## config.mk

```make
export PLATFORM = sky130hd
export DESIGN_NAME = srg_supervisor
export DESIGN_NICKNAME = d
export VERILOG_FILES = /design/src/verilog/srg_pkg.sv /design/src/verilog/srg_sync.sv /design/src/verilog/srg_supervisor.sv
export SDC_FILE = /design/constraint.sdc
export NUM_CORES = 1
export LEC_CHECK = 0
export BUFFER_PORTS_ARGS = -buffer_cell sky130_fd_sc_hd__buf_4
export CAP_MARGIN = 15
export CORE_MARGIN = 2
export CORE_UTILIZATION = 55
export CTS_BUF_LIST = sky130_fd_sc_hd__clkbuf_4
export CTS_CLUSTER_DIAMETER = 80
export DETAILED_ROUTE_END_ITERATION = 10
export GPL_TIMING_DRIVEN = 0
export PLACE_DENSITY_LB_ADDON = 0.3
export SLEW_MARGIN = 10
export SYNTH_ARGS = -nofsm -noshare
export SYNTH_HDL_FRONTEND = slang
export SYNTH_SLANG_ARGS = --single-unit
```

## constraint.sdc

```tcl
create_clock -name CLK -period 2.15 [get_ports CLK]
set_input_delay 0.1075 -clock CLK [delete_from_list [all_inputs] [get_ports CLK]]
set_output_delay 0.1075 -clock CLK [all_outputs]
set_load 0.01 [all_outputs]
```

## src/verilog/srg_pkg.sv

```systemverilog
// Shared constants and types of the supervisor, reset and write guard block.
// Assumes a single 25 MHz system clock and a 32-bit APB register bus.
package srg_pkg;
	// System clock and the one millisecond time base
	localparam int unsigned CLK_HZ = 25_000_000;
	localparam int unsigned MS_PER_S = 1000;
	localparam int unsigned TICK_MS = 1;
	localparam int unsigned MS_TICK_CYCLES = CLK_HZ / MS_PER_S * TICK_MS;

	// Reset hold time per delay setting, in milliseconds
	localparam logic [15:0] HOLD_SEL0_MS = 16'h0032;
	localparam logic [15:0] HOLD_SEL1_MS = 16'h0064;
	localparam logic [15:0] HOLD_SEL2_MS = 16'h00c8;
	localparam logic [15:0] HOLD_SEL3_MS = 16'h012c;

	// Register byte offsets
	localparam int unsigned ADDR_W = 12;
	localparam logic [11:0] ADDR_CTRL = 12'h000;
	localparam logic [11:0] ADDR_STATUS = 12'h004;
	localparam logic [11:0] ADDR_EVENT = 12'h008;
	localparam logic [11:0] ADDR_MASK = 12'h00c;

	// Control register fields
	localparam int unsigned CTRL_DELAY_LO = 0;
	localparam int unsigned CTRL_DELAY_HI = 1;
	localparam int unsigned CTRL_WEL = 2;
	localparam int unsigned CTRL_LOCK_LO = 3;
	localparam int unsigned CTRL_LOCK_HI = 4;
	localparam logic [1:0] DELAY_SEL_RESET = 2'h0;
	localparam logic [1:0] LOCK_RESET = 2'h0;

	// Live status register fields
	localparam int unsigned STAT_RESET = 0;
	localparam int unsigned STAT_MON_B = 1;
	localparam int unsigned STAT_MON_C = 2;
	localparam int unsigned STAT_WP = 3;
	localparam int unsigned STAT_SUPPLY_LOW = 4;
	localparam int unsigned STAT_MANUAL = 5;

	// Sticky event bits, shared by event and mask registers
	localparam int unsigned EV_MON_B = 0;
	localparam int unsigned EV_MON_C = 1;
	localparam int unsigned EV_RESET = 2;
	localparam int unsigned EV_REFUSED = 3;
	localparam int unsigned EV_W = 4;

	// Synchroniser lanes and their reset values
	localparam int unsigned SYN_SUPPLY = 0;
	localparam int unsigned SYN_MANUAL = 1;
	localparam int unsigned SYN_MON_B = 2;
	localparam int unsigned SYN_MON_C = 3;
	localparam int unsigned SYN_W = 4;
	localparam logic [3:0] SYN_RESET = 4'h1;

	// Reset output sequencing
	typedef enum logic [1:0] {
		SRG_ASSERT,
		SRG_HOLD,
		SRG_RUN
	} srg_phase_t;
endpackage : srg_pkg

```

## src/verilog/srg_sync.sv

```systemverilog
// Two-stage level synchroniser, one lane per input bit.
// Assumes levels that change slowly against the system clock.
`timescale 1ns/1ns
module srg_sync #(
	parameter int unsigned WIDTH = 4,
	parameter logic [WIDTH-1:0] RESET_VAL = '0
) (
	// Clock and reset
	input wire logic clk,
	input wire logic reset_n,
	// Levels
	input wire logic [WIDTH-1:0] async_in,
	output logic [WIDTH-1:0] sync_out
);
	typedef struct packed {
		logic [WIDTH-1:0] stage1;
		logic [WIDTH-1:0] stage2;
	} srg_sync_t;

	srg_sync_t s;
	srg_sync_t next_s;

	generate
		if (WIDTH < 1) begin : g_bad_width
			$error("srg_sync needs at least one lane");
		end
	endgenerate

	always_comb begin
		next_s = s;
		for (int i = 0; i < WIDTH; i++) begin
			next_s.stage1[i] = async_in[i];
			next_s.stage2[i] = s.stage1[i];
		end
	end

	always_ff @(posedge clk or negedge reset_n) begin
		if (!reset_n) begin
			s <= {RESET_VAL, RESET_VAL};
		end else begin
			s <= next_s;
		end
	end

	assign sync_out = s.stage2;
endmodule : srg_sync

```

## src/verilog/srg_supervisor.sv

```systemverilog
// Supervisor: reset output sequencing, monitor flags, write guard, APB registers.
// Assumes comparator results as digital levels and an APB master on CLK.
//
// Contract
// - Reset output stays high while the supply-low comparator is active.
// - Reset asserted at power-up, held the selected time after supply stabilises.
// - Two delay select bits in the control register choose the hold time.
// - Manual reset input high starts a reset cycle, asserting reset output.
// - After manual reset falls, reset output stays high the selected hold time.
// - Write-protect high refuses every nonvolatile write.
// - Write-protect high with lock bits nonzero refuses every write, volatile too.
// - Monitor C flag follows its comparator, no added delay; the code lags it three clocks (two sync stages, one register).
// - Monitor B flag follows its comparator, no power-up hold delay.
// - Write-protect counts only when driven high; otherwise protection is off.
// - Hold time selectable from 50 to 300 milliseconds by select bits.
// - Monitor results latch into sticky software-readable status bits.
// - Array or potentiometer writes need the write enable latch set first.
//
// The APB slave port and the address map were left to the implementer.
`timescale 1ns/1ns
module srg_supervisor #(
	parameter int unsigned MS_TICK_CYCLES = srg_pkg::MS_TICK_CYCLES
) (
	// Clock and reset
	input wire logic CLK,
	input wire logic RESET_N,
	// APB slave
	input wire logic PSEL,
	input wire logic PENABLE,
	input wire logic PWRITE,
	input wire logic [11:0] PADDR,
	input wire logic [31:0] PWDATA,
	output logic [31:0] PRDATA,
	output logic PREADY,
	output logic PSLVERR,
	// Comparator levels
	input wire logic SUPPLY_LOW_IN,
	input wire logic MANUAL_RESET_IN,
	input wire logic MONITOR_B_LEVEL_IN,
	input wire logic MONITOR_C_LEVEL_IN,
	// Supervisor outputs
	output logic RESET_OUT,
	output logic MONITOR_B_FLAG_OUT,
	output logic MONITOR_C_FLAG_OUT,
	output logic IRQ,
	// Write guard
	input wire logic WP_IN,
	input wire logic WR_REQ,
	input wire logic WR_NONVOL,
	input wire logic WR_ARRAY,
	output logic WR_GRANT,
	output logic WR_REFUSE
);
	localparam int unsigned TICK_W = $clog2(MS_TICK_CYCLES + 1);
	localparam logic [TICK_W-1:0] TICK_LAST = TICK_W'(MS_TICK_CYCLES - 1);
	localparam logic [15:0] MS_ONE = 16'h0001;

	typedef struct packed {
		srg_pkg::srg_phase_t phase;
		logic [TICK_W-1:0] tick_cnt;
		logic [15:0] ms_cnt;
		logic [1:0] delay_sel;
		logic write_enable_latch;
		logic [1:0] lock;
		logic [srg_pkg::EV_W-1:0] ev_status;
		logic [srg_pkg::EV_W-1:0] ev_mask;
		logic reset_out;
		logic mon_b;
		logic mon_c;
		logic irq;
		logic [31:0] prdata;
		logic pready;
		logic pslverr;
		logic wr_grant;
		logic wr_refuse;
	} srg_state_t;

	srg_state_t s;
	srg_state_t next_s;
	logic [srg_pkg::SYN_W-1:0] syn_in;
	logic [srg_pkg::SYN_W-1:0] syn;

	generate
		if (MS_TICK_CYCLES < 1) begin : g_bad_tick
			$error("MS_TICK_CYCLES must be at least one");
		end
		// Zero hold would wrap the counter
		if (srg_pkg::HOLD_SEL0_MS == '0 || srg_pkg::HOLD_SEL1_MS == '0 ||
				srg_pkg::HOLD_SEL2_MS == '0 || srg_pkg::HOLD_SEL3_MS == '0) begin : g_bad_hold
			$error("hold times must be at least one millisecond");
		end
	endgenerate

	// hold time range
	// Selected hold time in milliseconds
	function automatic logic [15:0] hold_ms(input logic [1:0] sel);
		logic [15:0] ms;
		ms = srg_pkg::HOLD_SEL0_MS;
		case (sel)
			2'h0: ms = srg_pkg::HOLD_SEL0_MS;
			2'h1: ms = srg_pkg::HOLD_SEL1_MS;
			2'h2: ms = srg_pkg::HOLD_SEL2_MS;
			default: ms = srg_pkg::HOLD_SEL3_MS;
		endcase
		return ms;
	endfunction : hold_ms

	always_comb begin
		syn_in = '0;
		syn_in[srg_pkg::SYN_SUPPLY] = SUPPLY_LOW_IN;
		syn_in[srg_pkg::SYN_MANUAL] = MANUAL_RESET_IN;
		syn_in[srg_pkg::SYN_MON_B] = MONITOR_B_LEVEL_IN;
		syn_in[srg_pkg::SYN_MON_C] = MONITOR_C_LEVEL_IN;
	end

	srg_sync #(
		.WIDTH(srg_pkg::SYN_W),
		.RESET_VAL(srg_pkg::SYN_RESET)
	) u_sync (
		.clk(CLK),
		.reset_n(RESET_N),
		.async_in(syn_in),
		.sync_out(syn)
	);

	always_comb begin
		logic cause;
		logic access;
		logic done;
		logic mapped;
		logic wp_on;
		logic refuse;
		logic [31:0] rd_data;
		logic [srg_pkg::EV_W-1:0] ev_set;
		logic [srg_pkg::EV_W-1:0] ev_clr;
		cause = 1'b0;
		access = 1'b0;
		done = 1'b0;
		mapped = 1'b0;
		wp_on = 1'b0;
		refuse = 1'b0;
		rd_data = '0;
		ev_set = '0;
		ev_clr = '0;
		next_s = s;

		cause = syn[srg_pkg::SYN_SUPPLY];
		cause = cause | syn[srg_pkg::SYN_MANUAL];

		case (s.phase)
			srg_pkg::SRG_ASSERT: begin
				next_s.reset_out = 1'b1;
				if (!cause) begin
					next_s.ms_cnt = hold_ms(s.delay_sel);
					next_s.tick_cnt = '0;
					next_s.phase = srg_pkg::SRG_HOLD;
				end
			end
			srg_pkg::SRG_HOLD: begin
				next_s.reset_out = 1'b1;
				if (cause) begin
					next_s.phase = srg_pkg::SRG_ASSERT;
				end else if (s.tick_cnt == TICK_LAST) begin
					next_s.tick_cnt = '0;
					if (s.ms_cnt == MS_ONE) begin
						next_s.phase = srg_pkg::SRG_RUN;
						next_s.reset_out = 1'b0;
					end else begin
						next_s.ms_cnt = s.ms_cnt - MS_ONE;
					end
				end else begin
					next_s.tick_cnt = s.tick_cnt + 1'b1;
				end
			end
			srg_pkg::SRG_RUN: begin
				next_s.reset_out = 1'b0;
				if (cause) begin
					next_s.phase = srg_pkg::SRG_ASSERT;
					next_s.reset_out = 1'b1;
					ev_set[srg_pkg::EV_RESET] = 1'b1;
				end
			end
			default: begin
				next_s.phase = srg_pkg::SRG_ASSERT;
				next_s.reset_out = 1'b1;
			end
		endcase

		next_s.mon_b = syn[srg_pkg::SYN_MON_B];
		next_s.mon_c = syn[srg_pkg::SYN_MON_C];
		ev_set[srg_pkg::EV_MON_B] = syn[srg_pkg::SYN_MON_B];
		ev_set[srg_pkg::EV_MON_C] = syn[srg_pkg::SYN_MON_C];

		wp_on = (WP_IN == 1'b1);
		refuse = wp_on & WR_NONVOL;
		refuse = refuse | (wp_on & (s.lock != srg_pkg::LOCK_RESET));
		refuse = refuse | (WR_ARRAY & !s.write_enable_latch);
		next_s.wr_grant = WR_REQ & !refuse;
		next_s.wr_refuse = WR_REQ & refuse;
		ev_set[srg_pkg::EV_REFUSED] = WR_REQ & refuse;

		// APB decode and read mux
		access = PSEL & PENABLE;
		done = access & s.pready;
		next_s.pready = access & !s.pready;
		if (PADDR == srg_pkg::ADDR_CTRL) begin
			mapped = 1'b1;
			rd_data[srg_pkg::CTRL_DELAY_LO] = s.delay_sel[0];
			rd_data[srg_pkg::CTRL_DELAY_HI] = s.delay_sel[1];
			rd_data[srg_pkg::CTRL_WEL] = s.write_enable_latch;
			rd_data[srg_pkg::CTRL_LOCK_LO] = s.lock[0];
			rd_data[srg_pkg::CTRL_LOCK_HI] = s.lock[1];
		end else if (PADDR == srg_pkg::ADDR_STATUS) begin
			mapped = 1'b1;
			rd_data[srg_pkg::STAT_RESET] = s.reset_out;
			rd_data[srg_pkg::STAT_MON_B] = s.mon_b;
			rd_data[srg_pkg::STAT_MON_C] = s.mon_c;
			rd_data[srg_pkg::STAT_WP] = wp_on;
			rd_data[srg_pkg::STAT_SUPPLY_LOW] = syn[srg_pkg::SYN_SUPPLY];
			rd_data[srg_pkg::STAT_MANUAL] = syn[srg_pkg::SYN_MANUAL];
		end else if (PADDR == srg_pkg::ADDR_EVENT) begin
			mapped = 1'b1;
			rd_data[srg_pkg::EV_W-1:0] = s.ev_status;
		end else if (PADDR == srg_pkg::ADDR_MASK) begin
			mapped = 1'b1;
			rd_data[srg_pkg::EV_W-1:0] = s.ev_mask;
		end

		if (access & !s.pready) begin
			next_s.prdata = PWRITE ? 32'h0 : rd_data;
			next_s.pslverr = !mapped;
		end else if (!access) begin
			next_s.prdata = '0;
			next_s.pslverr = 1'b0;
		end

		if (done & PWRITE & mapped) begin
			if (PADDR == srg_pkg::ADDR_CTRL) begin
				next_s.delay_sel = {PWDATA[srg_pkg::CTRL_DELAY_HI], PWDATA[srg_pkg::CTRL_DELAY_LO]};
				next_s.write_enable_latch = PWDATA[srg_pkg::CTRL_WEL];
				next_s.lock = {PWDATA[srg_pkg::CTRL_LOCK_HI], PWDATA[srg_pkg::CTRL_LOCK_LO]};
			end else if (PADDR == srg_pkg::ADDR_EVENT) begin
				ev_clr = PWDATA[srg_pkg::EV_W-1:0];
			end else if (PADDR == srg_pkg::ADDR_MASK) begin
				next_s.ev_mask = PWDATA[srg_pkg::EV_W-1:0];
			end
		end

		next_s.ev_status = (s.ev_status & ~ev_clr) | ev_set;
		next_s.irq = |(next_s.ev_status & next_s.ev_mask);
	end

	always_ff @(posedge CLK or negedge RESET_N) begin
		if (!RESET_N) begin
			s.phase <= srg_pkg::SRG_ASSERT;
			s.tick_cnt <= '0;
			s.ms_cnt <= '0;
			s.delay_sel <= srg_pkg::DELAY_SEL_RESET;
			s.write_enable_latch <= 1'b0;
			s.lock <= srg_pkg::LOCK_RESET;
			s.ev_status <= '0;
			s.ev_mask <= '0;
			s.reset_out <= 1'b1;
			s.mon_b <= 1'b0;
			s.mon_c <= 1'b0;
			s.irq <= 1'b0;
			s.prdata <= '0;
			s.pready <= 1'b0;
			s.pslverr <= 1'b0;
			s.wr_grant <= 1'b0;
			s.wr_refuse <= 1'b0;
		end else begin
			s <= next_s;
		end
	end

	// Outputs straight from state flops
	assign PRDATA = s.prdata;
	assign PREADY = s.pready;
	assign PSLVERR = s.pslverr;
	assign RESET_OUT = s.reset_out;
	assign MONITOR_B_FLAG_OUT = s.mon_b;
	assign MONITOR_C_FLAG_OUT = s.mon_c;
	assign IRQ = s.irq;
	assign WR_GRANT = s.wr_grant;
	assign WR_REFUSE = s.wr_refuse;
endmodule : srg_supervisor

```

# == After elaboration in Yosys (flattened, before gate mapping) ==
# Cells that the tools add are included.
# W data, S select, Z words.
# op_classes
add_sub_neg,2
multipliers,0
div,0
order_cmp,0
eq_ne,17
n_shift,0
mux,40
n_bitwise,17
reduce_logical,14
# ops
cell,n
$mux W32,2
$pmux W31 S2,1
$mux W4,10
$mux W33,1
$mux W16,2
$mux W31,1
$pmux W9 S3,1
$eq A12 B4 Y1 const B,2
$eq A16 B1 Y1 const B,1
$sub A16 B1 Y16 const B,1
$add A15 B1 Y15 const B,1
$eq A15 B15 Y1 const B,1
$mux W15,1
$eq A12 B3 Y1 const B,1
$logic_not A12 Y1,1
$mux W1,12
$ne A2 B2 Y1 const B,6
$and A1 B1 Y1,10
$mux W2,5
$and A4 B4 Y4,2
$mux W6,1
$ne A3 B3 Y1 const B,2
$pmux W2 S3,1
$mux W5,1
other kinds (14),23
# word_totals
ff_bits,94
latch_bits,0
mem_bits_rw,0
rom_bits,0
input_bits,57
wordCells,109
n_memories,0

# == Depth between registers and ports, before layout ==
# logic_depth
ltp_word,12
ltp_mapped,8

# == Hierarchy ==
# Synthesis repeated with hierarchy kept, for this count alone.
# hier_totals
cells_unflattened,422
hier_area_um2,3942.5
# by_module_without_submodules
mod,instances,cells_per_inst,area_per_inst_um2,seq_area_each_um2
srg_supervisor,1,414,3739.8,1502.7
srg_sync,1,8,202.7,202.7

# == Least setup slack after synthesis ==
# OpenSTA, ideal clock, no wires.
# synth_timing
path_type,register -> register
from,reg s[69] in the netlist's numbering
to,reg s[56] in the netlist's numbering
setup_ns,0.126
t_arrival_ns,1.739
t_required_ns,2.024
path_slack_ns,0.285
path_stages_with_launch,8
synth_period_minus_slack_ns,1.865
cell_sequence,dfrtp_1 -> ha_1 -> and3_1 -> and4_1 -> buf_2 -> o21ai_2 -> o31ai_1 -> a221o_1
# synth_between
elab_chain_len,3
# synth_rtl
element,line,source
"start, declared",srg_supervisor.sv:78,srg_state_t s;
"start signal, assigned",srg_supervisor.sv:273,s <= next_s;
$eq A15 B15 Y1,srg_supervisor.sv:163,end else if (s.tick_cnt == TICK_LAST) begin
$ne A2 B2 Y1 (no source line),--,
$reduce_and A5 Y1 (no source line),--,
# Every way passes these cells.
# A chain may end at the register's enable or synchronous reset.

# == Worst setup path after layout ==
# Same ends and word-level chain as after synthesis.

==> run metrics <==
status complete, no violations; Post-synth EDFFs 0; syn_area_per_cell 9.95 µm²; post-detailed-routing wire length 8970 µm; drt first-iter violations 321; unrepaired setup endpoints after global routing no; worst hold path depth 4; fin crit share 95.4%; pin count of the biggest net entering global routing 69; Top FF cell, synth dfrtp_1; main combinational cell family by area after synthesis simple AND/OR/NAND/NOR gates; Initial Util 56.3%; Post-synth ARST share 100%; DR vias/cell 5.74; R2R Path Start s[69]; Die Y-Extent 86.9 µm; CP endpoint kind flop; Post-Synthesis Cells 380; Clock Sinks 68; GPL Wtd Cong 0.897; Filler Cells Inserted 515; Post-DP Area 0.00430 mm²; Reg clk slew, reported paths 0.13 ns; antenna viol nets, final 0; Post-Synth Simple-Gate Area 23.0%; io pins 97; layout cells sized above 1 25.8%; Synth Warn # 0; CTS max path bufs 2; antenna cells 0; Site Rows 30; Post-Synth XOR/XNOR Area 2.32%; slew margin rel. 43.9%; Worst Hold Endpoint PRDATA[3]; FF+latch count, synth 68; routed len/inst 16.0 µm; Die Area 0.00755 mm²; post-synthesis mux area share 4.86%; Post-Syn Area 0.00378 mm²; type of origin of the critical path flop; share of the yosys chip area belonging to registers 45.1%; R2R cell count 7; PortBufs 43; vias in the first global route 3073; area grow syn2layout 23.6%; final routed DRC violation total 0; total internal power 2.13 mW; final setup fails 0; initial antenna violation count 0; Num CTS Buffers 9; Layout Cells excl Fill 560; Worst Max-Slew Pin Slew 0.841 ns; Final nets 543; area of the core 0.00672 mm²; post-detail-place hpwl 6210 µm; final instance area 0.00467 mm²; drt first pass iters 5; R2R setup slack 0.1 ns; Clock Skew 0.0172 ns; worst setup path category reg2reg; switch share 35.9%; grt total ovfl 0; Seq pwr share 46.3%; Worst VDD drop 0.494 mV; Critical Path Fanout Max 9; post-synth cell types 59; leak pwr 2.23 nW; P_sw 1.20 mW; Root Buffer clkbuf_4; HP Class in2reg; max frequency 0.487 GHz; Period minus WS final 2.05 ns; via count 3214; latest clock arrival within the worst-skew pair 0.44 ns; first-pass GRT wire length 14700 µm; logic gate share of total power 26.7%; H-tree Lvls 3; min-delay src WP_IN; Synth Area in Compound Gates 12.5%; PD cells 713 mW/mm²; Worst Path Arrival 2.37 ns; worst reg2reg path endpoint s[56]; Worst EP required 2.47 ns; Slew Viols, Final 0; Post-Synth Adder-Cell Area 3.64%; setup TNS 0 ns; Total GRT Usage 25.2%; Clk pwr share 27.1%; fin util 69.5%; Die Width 86.9 µm; placed insts 528; CTS tree done; final hold vios 0; max-cap violation count 0
[power by group through the flow]
stage | Combinational [mW] | Clock [mW] | Sequential, mW
finish | 0.888 | 0.902 | 1.54
global route | 0.977 | 0.983 | 1.56
CTS | 0.839 | 0.913 | 1.54
detailed placement | 0.800 | 0 | 1.56
global placement | 0.777 | 0 | 1.55
floorplan | 0.549 | 0 | 1.53
[how the worst max path moves through the flow]
stage / start / end / slack (ns) / cells after the start
after floorplan: s[69] / s[56] / 0.28 / 7
after global placement: s[85] / s[68] / -0.10 / 8
after detailed placement: s[85] / s[68] / -0.12 / 8
after CTS: s[69] / s[56] / 0.02 / 7
after global routing: s[69] / s[56] / 0.02 / 7
final: s[69] / s[56] / 0.1 / 7
[synthesized netlist by cell type (all sizes together) (2+ instances only)]
cell type	count	area (µm²)
mux2i	6	60.1
nand2	34	128
nand3	9	45.0
a32oi	2	17.5
nor2	37	141
clkbuf	6	22.5
and2	4	25.0
a221o	2	20.0
ha	11	138
a22o	2	17.5
buf	36	260
nand3b	5	37.5
a32o	6	60.1
a31oi	8	50.1
xor2	7	61.3
inv	10	37.5
nor2b	2	12.5
nand4	9	56.3
nand2b	9	56.3
a211o	4	35.0
o211ai	2	15.0
dfstp	3	78.8
xnor2	3	26.3
and4	8	70.1
o221a	2	22.5
and3	7	43.8
nor4b	3	38.8
o221ai	2	17.5
o21ai	13	68.8
a21oi	10	50.1
dfrtp	65	1630
o31ai	3	22.5
nor3	14	80.1
nor4	6	65.1
nor3b	5	37.5
mux2	11	124
[worst max-delay path, stage by stage (launching register included)]
cell and delay, ns:
dfrtp_1 0.43, ha_1 0.25, and3_1 0.22, and4_1 0.18
buf_2 0.18, o21ai_4 0.27, o31ai_1 0.13, a221o_1 0.30
[flip-flops by register name, indices dropped and copies added (netlist names)]
register and cells:
s 46, WR_GRANT 1, u_sync.next_s 4, u_sync.sync_out 4, PREADY 1, RESET_OUT 1, MONITOR_C_FLAG_OUT 1, MONITOR_B_FLAG_OUT 1
IRQ 1, WR_REFUSE 1, PSLVERR 1, PRDATA 6
[per-layer routing]
metal	track usage, %	vias to the layer above	share of wire, %
li1	-	1518	-
met1	32.9	1511	41
met2	41.5	159	50
met3	6.16	26	6.7
met4	8.10	0	1.9
met5	0	-	0
[repair_timing]
action                                  in CTS  in global routing
gates resized for setup                      3                 15
hold buffers                                15                  0
endpoints found under the hold margin       82                  0
setup buffers                                0                  1
pin swaps                                    0                  2
endpoints found under the setup margin      10                 26
[layout by cell type (no fill, tap or decap), drive strengths merged, types with 3 or more instances in the layout]
cell,n
and3,7
xor2,7
mux2i,6
a21oi,10
and4,8
o21ai,13
nor4b,3
nor4,6
dfstp,3
a31oi,8
a32o,6
ha,11
xnor2,3
buf,80
nor2,37
dlygate4sd3,15
nand2,34
clkbuf,15
and2,4
nor3b,5
nor3,14
dfrtp,65
nand3,9
mux2,11
nand4,9
nand2b,9
nand3b,5
a211o,4
conb,26
inv,14
o31ai,3
[cell families after synthesis]
| logic type | Yosys count |
|---|---|
| XOR/XNOR | 10 |
| AND/OR/NAND/NOR | 156 |
| buffers and inverters | 52 |
| AO/OA/AOI/OAI | 65 |
| adder cells (fa/ha/maj) | 11 |
| flip-flops | 68 |
| other | 1 |
| multiplexers | 17 |
[final cells by class]
cell class | instances | area [µm²] | share of cell area [%]
multi-input combinational | 285 | 1920 | 41.0
inverter | 10 | 37.5 | 0.803
timing repair buffer | 59 | 480 | 10.3
buffer | 42 | 285 | 6.11
clock inverter | 7 | 80.1 | 1.71
clock buffer | 9 | 67.6 | 1.45
tap | 80 | 100 | 2.14
sequential | 68 | 1710 | 36.5
[metrics by stage]
step                      total power, mW  hold slack, ns  setup slack [ns]
after floorplan                      2.08          -0.188             0.285
after global placement               2.33           0.216            -0.101
after detailed placement             2.36           0.217            -0.120
after CTS                            3.29          0.0330            0.0191
after global routing                 3.52          0.0393            0.0201
final                                3.33          0.0449            0.0982
Power figures use the tool's default switching activity.
